**config.mk**
```make
export PLATFORM = sky130hd
export DESIGN_NAME = ccsd_exec
export DESIGN_NICKNAME = d
export VERILOG_FILES = /design/src/include/ccsd_pkg.sv /design/src/design/ccsd_compare.sv /design/src/design/ccsd_exec.sv
export VERILOG_INCLUDE_DIRS = /design/src /design/src/include
export SDC_FILE = /design/constraint.sdc
export NUM_CORES = 1
export LEC_CHECK = 0
export BUFFER_PORTS_ARGS = -buffer_cell sky130_fd_sc_hd__buf_2
export CAP_MARGIN = 40
export CORE_UTILIZATION = 40
export CTS_CLUSTER_DIAMETER = 80
export DETAILED_ROUTE_END_ITERATION = 10
export HOLD_SLACK_MARGIN = 0.05
export PLACE_DENSITY_LB_ADDON = 0.25
export SLEW_MARGIN = 10
export SYNTH_ARGS = -nofsm -noshare
export SYNTH_HDL_FRONTEND = slang
export SYNTH_HIERARCHICAL = 1
export SYNTH_SLANG_ARGS = --single-unit
export TNS_END_PERCENT = 20
```
**constraint.sdc**
```tcl
create_clock -name core_clk_i -period 5.4 [get_ports core_clk_i]
set_clock_uncertainty 0.2 [all_clocks]
set_input_delay 1.08 -clock core_clk_i [delete_from_list [all_inputs] [get_ports core_clk_i]]
set_output_delay 1.08 -clock core_clk_i [all_outputs]
set_load 0.01 [all_outputs]
```
**src/include/ccsd_defines.svh**
```systemverilog
// Purpose: Constants for the call, compare and skip execution block
// Assumes: 16-bit program counter, 8-bit status register
// Notes: Flag positions follow the core status register layout
`ifndef CCSD_DEFINES_SVH
`define CCSD_DEFINES_SVH

// ----------------------------------------
// Widths
// ----------------------------------------
`define CCSD_PC_W 16
`define CCSD_K_W 12
`define CCSD_DATA_W 8

// ----------------------------------------
// Status flag positions
// ----------------------------------------
`define CCSD_FLAG_C 0
`define CCSD_FLAG_Z 1
`define CCSD_FLAG_N 2
`define CCSD_FLAG_V 3
`define CCSD_FLAG_H 5
`define CCSD_FLAG_I 7

// ----------------------------------------
// Program counter steps and reset values
// ----------------------------------------
`define CCSD_STEP_ONE 16'h0001
`define CCSD_STEP_TWO 16'h0002
`define CCSD_STEP_THREE 16'h0003
`define CCSD_PC_RST 16'h0000
`define CCSD_SREG_RST 8'h00

`endif

```
**src/include/ccsd_pkg.sv**
```systemverilog
// Purpose: Types for the call, compare and skip execution block
// Assumes: Operations arrive already decoded from the fetch unit
// Notes: Operation codes are internal to the core
package ccsd_pkg;

	// ----------------------------------------
	// Decoded operations
	// ----------------------------------------
	typedef enum logic [3:0] {
		OP_NONE = 4'h0,
		OP_RELATIVE_CALL = 4'h1,
		OP_INDIRECT_CALL = 4'h2,
		OP_SUBROUTINE_RETURN = 4'h3,
		OP_INTERRUPT_RETURN = 4'h4,
		OP_COMPARE_SKIP_EQUAL = 4'h5,
		OP_REGISTER_COMPARE = 4'h6,
		OP_COMPARE_WITH_CARRY = 4'h7,
		OP_COMPARE_IMMEDIATE = 4'h8,
		OP_SKIP_REG_BIT_CLEAR = 4'h9,
		OP_SKIP_REG_BIT_SET = 4'hA,
		OP_SKIP_IO_BIT_CLEAR = 4'hB,
		OP_SKIP_IO_BIT_SET = 4'hC
	} ccsd_op_e;

	// ----------------------------------------
	// Sequencer states
	// ----------------------------------------
	typedef enum logic [1:0] {
		ST_READY = 2'b01,
		ST_POP_WAIT = 2'b10
	} ccsd_state_e;

endpackage

```
**src/design/ccsd_compare.sv**
```systemverilog
// Purpose: Compare subtraction producing the arithmetic flags
// Assumes: Combinational, same clock domain as the caller
// Notes: The difference itself is never stored
`timescale 1ns/10ps
`include "ccsd_defines.svh"

module ccsd_compare
(
	// Operands
	input wire logic [`CCSD_DATA_W-1:0] left_i,
	input wire logic [`CCSD_DATA_W-1:0] right_i,
	input wire logic carry_in_i,
	input wire logic keep_zero_i,
	input wire logic [`CCSD_DATA_W-1:0] sreg_i,
	// Result
	output logic [`CCSD_DATA_W-1:0] sreg_o
);
	import ccsd_pkg::*;

	logic [`CCSD_DATA_W:0] diff;
	logic [`CCSD_DATA_W-1:0] res;
	logic zero;

	// ----------------------------------------
	// Flag computation
	// ----------------------------------------
	always_comb
	begin
		diff = {1'b0, left_i} - {1'b0, right_i} - {{`CCSD_DATA_W{1'b0}}, carry_in_i};
		res = diff[`CCSD_DATA_W-1:0];
		zero = (res == '0);
		sreg_o = sreg_i;
		sreg_o[`CCSD_FLAG_C] = diff[`CCSD_DATA_W];
		sreg_o[`CCSD_FLAG_Z] = keep_zero_i ? (zero & sreg_i[`CCSD_FLAG_Z]) : zero;
		sreg_o[`CCSD_FLAG_N] = res[`CCSD_DATA_W-1];
		sreg_o[`CCSD_FLAG_V] = (left_i[7] & ~right_i[7] & ~res[7]) |
			(~left_i[7] & right_i[7] & res[7]);
		sreg_o[`CCSD_FLAG_H] = (~left_i[3] & right_i[3]) | (right_i[3] & res[3]) |
			(res[3] & ~left_i[3]);
	end

endmodule // ccsd_compare

```
**src/design/ccsd_exec.sv**
```systemverilog
// Purpose: Executes calls, returns, compares and conditional skips
// Assumes: Fetch supplies a decoded operation, operands and next-word length
// Notes: Results appear one clock after a non-return operation is taken; returns finish once the pop is answered
`timescale 1ns/10ps
`include "ccsd_defines.svh"

module ccsd_exec
(
	// Clock and reset
	input wire logic core_clk_i,
	input wire logic reset_i,
	// Operation from fetch
	input wire logic op_valid_i,
	input wire ccsd_pkg::ccsd_op_e op_i,
	input wire logic [`CCSD_PC_W-1:0] pc_i,
	input wire logic [`CCSD_K_W-1:0] offset_i,
	input wire logic [2:0] bit_sel_i,
	input wire logic [`CCSD_DATA_W-1:0] imm_i,
	input wire logic next_two_word_i,
	// Operands from register file
	input wire logic [`CCSD_DATA_W-1:0] rd_val_i,
	input wire logic [`CCSD_DATA_W-1:0] rr_val_i,
	input wire logic [`CCSD_DATA_W-1:0] io_val_i,
	input wire logic [`CCSD_PC_W-1:0] z_ptr_i,
	input wire logic [`CCSD_DATA_W-1:0] sreg_i,
	// Stack pop answer
	input wire logic pop_valid_i,
	input wire logic [`CCSD_PC_W-1:0] pop_data_i,
	// Program counter
	output logic pc_load_o,
	output logic [`CCSD_PC_W-1:0] pc_o,
	// Stack requests
	output logic push_o,
	output logic [`CCSD_PC_W-1:0] push_data_o,
	output logic pop_o,
	// Status register
	output logic sreg_we_o,
	output logic [`CCSD_DATA_W-1:0] sreg_o,
	// Progress
	output logic busy_o,
	output logic done_o
);
	import ccsd_pkg::*;

	ccsd_state_e state_q, state_d;
	logic interrupt_return_q, interrupt_return_d;
	logic pc_load_q, pc_load_d;
	logic [`CCSD_PC_W-1:0] pc_q, pc_d;
	logic push_q, push_d;
	logic [`CCSD_PC_W-1:0] push_data_q, push_data_d;
	logic pop_q, pop_d;
	logic sreg_we_q, sreg_we_d;
	logic [`CCSD_DATA_W-1:0] sreg_q, sreg_d;
	logic busy_q, busy_d;
	logic done_q, done_d;
	logic [`CCSD_DATA_W-1:0] cmp_right;
	logic cmp_carry;
	logic [`CCSD_DATA_W-1:0] cmp_sreg;
	logic take;

	// ----------------------------------------
	// Helpers
	// ----------------------------------------
	function automatic logic [`CCSD_PC_W-1:0] skip_target(
		input logic [`CCSD_PC_W-1:0] pc,
		input logic skip,
		input logic two_word
	);
		if (!skip)
			skip_target = pc + `CCSD_STEP_ONE;
		else if (two_word)
			skip_target = pc + `CCSD_STEP_THREE;
		else
			skip_target = pc + `CCSD_STEP_TWO;
	endfunction

	function automatic logic [`CCSD_PC_W-1:0] sext_offset(input logic [`CCSD_K_W-1:0] k);
		sext_offset = {{(`CCSD_PC_W-`CCSD_K_W){k[`CCSD_K_W-1]}}, k};
	endfunction

	// ----------------------------------------
	// Compare unit
	// ----------------------------------------
	assign cmp_right = (op_i == OP_COMPARE_IMMEDIATE) ? imm_i : rr_val_i;
	assign cmp_carry = (op_i == OP_COMPARE_WITH_CARRY) ? sreg_i[`CCSD_FLAG_C] : 1'b0;

	ccsd_compare u_compare
	(
		.left_i(rd_val_i),
		.right_i(cmp_right),
		.carry_in_i(cmp_carry),
		.keep_zero_i(op_i == OP_COMPARE_WITH_CARRY),
		.sreg_i(sreg_i),
		.sreg_o(cmp_sreg)
	);

	assign take = op_valid_i && (state_q == ST_READY);

	// ----------------------------------------
	// Next state
	// ----------------------------------------
	always_comb
	begin
		state_d = state_q;
		interrupt_return_d = interrupt_return_q;
		pc_load_d = 1'b0;
		pc_d = pc_q;
		push_d = 1'b0;
		push_data_d = push_data_q;
		pop_d = 1'b0;
		sreg_we_d = 1'b0;
		sreg_d = sreg_q;
		busy_d = busy_q;
		done_d = 1'b0;
		unique case (state_q)
			ST_READY:
			begin
				if (take)
				begin
					unique case (op_i)
						OP_RELATIVE_CALL:
						begin
							pc_load_d = 1'b1;
							pc_d = pc_i + sext_offset(offset_i) + `CCSD_STEP_ONE;
							push_d = 1'b1;
							push_data_d = pc_i + `CCSD_STEP_ONE;
							done_d = 1'b1;
						end
						OP_INDIRECT_CALL:
						begin
							pc_load_d = 1'b1;
							pc_d = z_ptr_i;
							push_d = 1'b1;
							push_data_d = pc_i + `CCSD_STEP_ONE;
							done_d = 1'b1;
						end
						OP_SUBROUTINE_RETURN, OP_INTERRUPT_RETURN:
						begin
							pop_d = 1'b1;
							interrupt_return_d = (op_i == OP_INTERRUPT_RETURN);
							busy_d = 1'b1;
							state_d = ST_POP_WAIT;
						end
						OP_COMPARE_SKIP_EQUAL:
						begin
							pc_load_d = 1'b1;
							pc_d = skip_target(pc_i, rd_val_i == rr_val_i, next_two_word_i);
							done_d = 1'b1;
						end
						OP_REGISTER_COMPARE, OP_COMPARE_WITH_CARRY, OP_COMPARE_IMMEDIATE:
						begin
							pc_load_d = 1'b1;
							pc_d = pc_i + `CCSD_STEP_ONE;
							sreg_we_d = 1'b1;
							sreg_d = cmp_sreg;
							done_d = 1'b1;
						end
						OP_SKIP_REG_BIT_CLEAR:
						begin
							pc_load_d = 1'b1;
							pc_d = skip_target(pc_i, !rr_val_i[bit_sel_i], next_two_word_i);
							done_d = 1'b1;
						end
						OP_SKIP_REG_BIT_SET:
						begin
							pc_load_d = 1'b1;
							pc_d = skip_target(pc_i, rr_val_i[bit_sel_i], next_two_word_i);
							done_d = 1'b1;
						end
						OP_SKIP_IO_BIT_CLEAR:
						begin
							pc_load_d = 1'b1;
							pc_d = skip_target(pc_i, !io_val_i[bit_sel_i], next_two_word_i);
							done_d = 1'b1;
						end
						OP_SKIP_IO_BIT_SET:
						begin
							pc_load_d = 1'b1;
							pc_d = skip_target(pc_i, io_val_i[bit_sel_i], next_two_word_i);
							done_d = 1'b1;
						end
						default:
						begin
							done_d = 1'b0;
						end
					endcase
				end
			end
			ST_POP_WAIT:
			begin
				if (pop_valid_i)
				begin
					pc_load_d = 1'b1;
					pc_d = pop_data_i;
					if (interrupt_return_q)
					begin
						sreg_we_d = 1'b1;
						sreg_d = sreg_i;
						sreg_d[`CCSD_FLAG_I] = 1'b1;
					end
					interrupt_return_d = 1'b0;
					busy_d = 1'b0;
					done_d = 1'b1;
					state_d = ST_READY;
				end
			end
		endcase
	end

	// ----------------------------------------
	// Registers
	// ----------------------------------------
	always_ff @(posedge core_clk_i or posedge reset_i)
	begin
		if (reset_i)
		begin
			state_q <= ST_READY;
			interrupt_return_q <= 1'b0;
			pc_load_q <= 1'b0;
			pc_q <= `CCSD_PC_RST;
			push_q <= 1'b0;
			push_data_q <= `CCSD_PC_RST;
			pop_q <= 1'b0;
			sreg_we_q <= 1'b0;
			sreg_q <= `CCSD_SREG_RST;
			busy_q <= 1'b0;
			done_q <= 1'b0;
		end
		else
		begin
			state_q <= state_d;
			interrupt_return_q <= interrupt_return_d;
			pc_load_q <= pc_load_d;
			pc_q <= pc_d;
			push_q <= push_d;
			push_data_q <= push_data_d;
			pop_q <= pop_d;
			sreg_we_q <= sreg_we_d;
			sreg_q <= sreg_d;
			busy_q <= busy_d;
			done_q <= done_d;
		end
	end

	assign pc_load_o = pc_load_q;
	assign pc_o = pc_q;
	assign push_o = push_q;
	assign push_data_o = push_data_q;
	assign pop_o = pop_q;
	assign sreg_we_o = sreg_we_q;
	assign sreg_o = sreg_q;
	assign busy_o = busy_q;
	assign done_o = done_q;

endmodule // ccsd_exec

```
==> out/results.tsv <==
metric	value	unit
final worst slack	0.888	ns
global-route wire length before repair	24300	um
number of fill cells	1148	
final hold viol count	0	
post-CTS setup buffers	0	
max-slew violation count	0	
hold path start	push_data_o[14]	
Overall Global Routing Usage	0.246	
Primary FF master, synth	dfrtp_1	
clk sinks	47	
die height	111	um
CP peak stage delay	0.44	ns
crit path DAT	4.48	ns
Yosys reg bits	47	
Worst Path Required	5.37	ns
post_cts resized	0	
Fmax	222	MHz
vias per cell	5.58	
pre-CTS WS	0.603	ns
overall power	0.00204	W
Syn Nets	751	
area of the multi-input gates	0.00328	mm^2
Syn. warnings	6	
die area	0.0123	mm^2
top cell type by total area after synthesis	dfrtp_1	
Finish-stage setup viols	0	
RSZ-0062 raised after global routing	false	
pwr dens	351	mW/mm^2
Inst Count DP	878	
die width	111	um
ratio of cells with drive above 1 in the final layout	0.267	
synth top area cells	dfrtp_1 (24%), ha_1 (8.9%), o21ai_0 (5.5%)	
CP Class	input pin to register	
CTS tree	built	
worst slew pin tran	0.895	ns
top cells by count, synth	nand2_1 (66), nor2_1 (52), o21ai_0 (52)	
Inserted Clock Buffers	5	
Worst Setup SP	op_i[2]	
DR WL/cell	16.8	um
Sequential Area	0.00118	mm^2
Reg-to-Reg Start	state_q[0]	
Hold Path Class	register to register	
Initial Util	0.413	
H-tree depth	2	
Top Family by Delay on Critical Path	simple AND/OR/NAND/NOR gates	
hpwl dp	12000	um
Avg Inst Size Synth	7.90	um^2
post-route setup TNS	0	ns
Max clock buf depth	2	
nets	892	
hold bufs inserted after CTS	0	
minimum clock period	4.51	ns
CP max-delay cell	nor3_2	
vias in the first global route	4901	
CTS clk-pin slew, worst paths	0.07	ns
period utilisation layout	0.836	
grt ovf	0	
post-synth top area share	0.242	
status	complete, but fails checks	
fin cells	889	
ys async rst share	1.00	
initial antenna violation count	2	
IO Pins	158	
failing checks	DRC	
startpoint types	input pin	
top-count cell post-synth	nand2_1	
DR vias	4957	
Crit. End Element	register	
critical-path cell list	buf_2 > nand2b_1 > nor3_2 > mux2_2 > inv_1 > fa_1 > ha_1 > o21ai_0 > a21boi_1 > o41ai_2 > xor2_1 > mux2_1 > nand2_1 > a31oi_1	
1st-iter DRT viols	456	
CP Max Fanout	10	
FP Rows	39	
area delta synth->final	22.1	%
sequential element share of the synthesized area	0.248	
core box area	0.0115	mm^2
clock root cell	clkbuf_16	
Max Cap Viol	0	
leakage power	2.75	nW
# DRC	18	
WL final	14900	um
Synth Instances	602	
worst skew pair latency	0.29	ns
Antenna Nets Post-Route	0	
DR pass1 iterations	8	
Slew headroom	0.403	
Crit path buffers/inverters	2	
number of distinct library cells after synthesis	69	
Peak supply drop	0.190	mV
Post-synth EDFFs	0	
largest net degree at the start of global routing	40	
gpl congestion	0.864	
IO buf count	157	
Final Hold Slack	0.274	ns
synthesized cell area	0.00476	mm^2
==> worst register-to-register path: cells and delay by family, from the launching register on <==
family          cells  cell delay, ns
compound gates      2            0.91
flops               1            0.54
simple gates        3            0.43
buf+inv             1            0.26
==> state kept, by name (all words and copies together) (netlist names) <==
register,cells
interrupt_return_q,1
push_data_o,16
state_q,2
pc_o,16
done_o,1
sreg_o,8
sreg_we_o,1
pop_o,1
push_o,1
==> layout by cell type (no fill, tap or decap), drive strengths merged, types with 4 or more instances in the layout <==
| cell type | count |
|---|---|
| clkbuf | 5 |
| and2 | 6 |
| ha | 34 |
| nand2 | 66 |
| nor2b | 11 |
| nand3 | 15 |
| a21oi | 43 |
| a31oi | 14 |
| nand2b | 14 |
| and3 | 4 |
| or3 | 8 |
| mux2 | 12 |
| mux4 | 4 |
| o21ai | 58 |
| o22ai | 10 |
| xnor2 | 25 |
| nand4 | 7 |
| a21o | 8 |
| dfrtp | 46 |
| inv | 38 |
| o221ai | 7 |
| buf | 164 |
| or2 | 4 |
| nor3 | 9 |
| o211ai | 4 |
| nor2 | 53 |
| xor2 | 22 |
| o21a | 4 |
==> metrics by stage <==
stage,util,cell area [um^2]
3_3_place_gp,0.486,5600
3_5_place_dp,0.488,5620
2_1_floorplan,-,4760
5_1_grt,0.504,5810
6_report,0.504,5810
4_1_cts,0.503,5790
==> layout make-up <==
type                       count  share of cell area
timing repair buffer         164               0.147
sequential                    47               0.203
inverter                      37              0.0239
clock buffer                   5              0.0216
tap                          143              0.0308
antenna                        2            0.000862
multi-input combinational    488               0.566
clock inverter                 3             0.00797
==> where the power goes <==
group,internal [W],switching (W),total (W)
sequential,0.000513,0.0000849,0.000598
clock,0.000220,0.000137,0.000357
combinational,0.000442,0.000642,0.00108
total,0.00118,0.000864,0.00204
==> metal layers <==
metal | vias up | GRT usage | wire [um]
li1 | 2438 | - | -
met2 | 218 | 0.400 | 6800
met4 | 0 | 0.0793 | 301
met3 | 27 | 0.0465 | 1040
met1 | 2274 | 0.329 | 6790
met5 | - | 0 | 0
==> logic make-up after synthesis <==
kind of cell    share of synthesized area
flops                               0.248
simple gates                        0.208
buf+inv                            0.0621
mux                                0.0576
fa+ha+maj                           0.102
xor+xnor                           0.0866
compound gates                      0.236
==> final timing paths <==
check	to	slack, ns	depth (start not counted)
worst max-delay path	sreg_o[3]	0.89	14
worst min-delay path	push_data_o[14]	0.27	2
worst max register to register	push_data_o[4]	2.99	6
worst min register to register	push_data_o[14]	0.27	2
max in group asynchronous	state_q[0]	3.97	3
min in group asynchronous	sreg_o[4]	0.51	2
No activity file was read; power rests on OpenSTA's default activity.
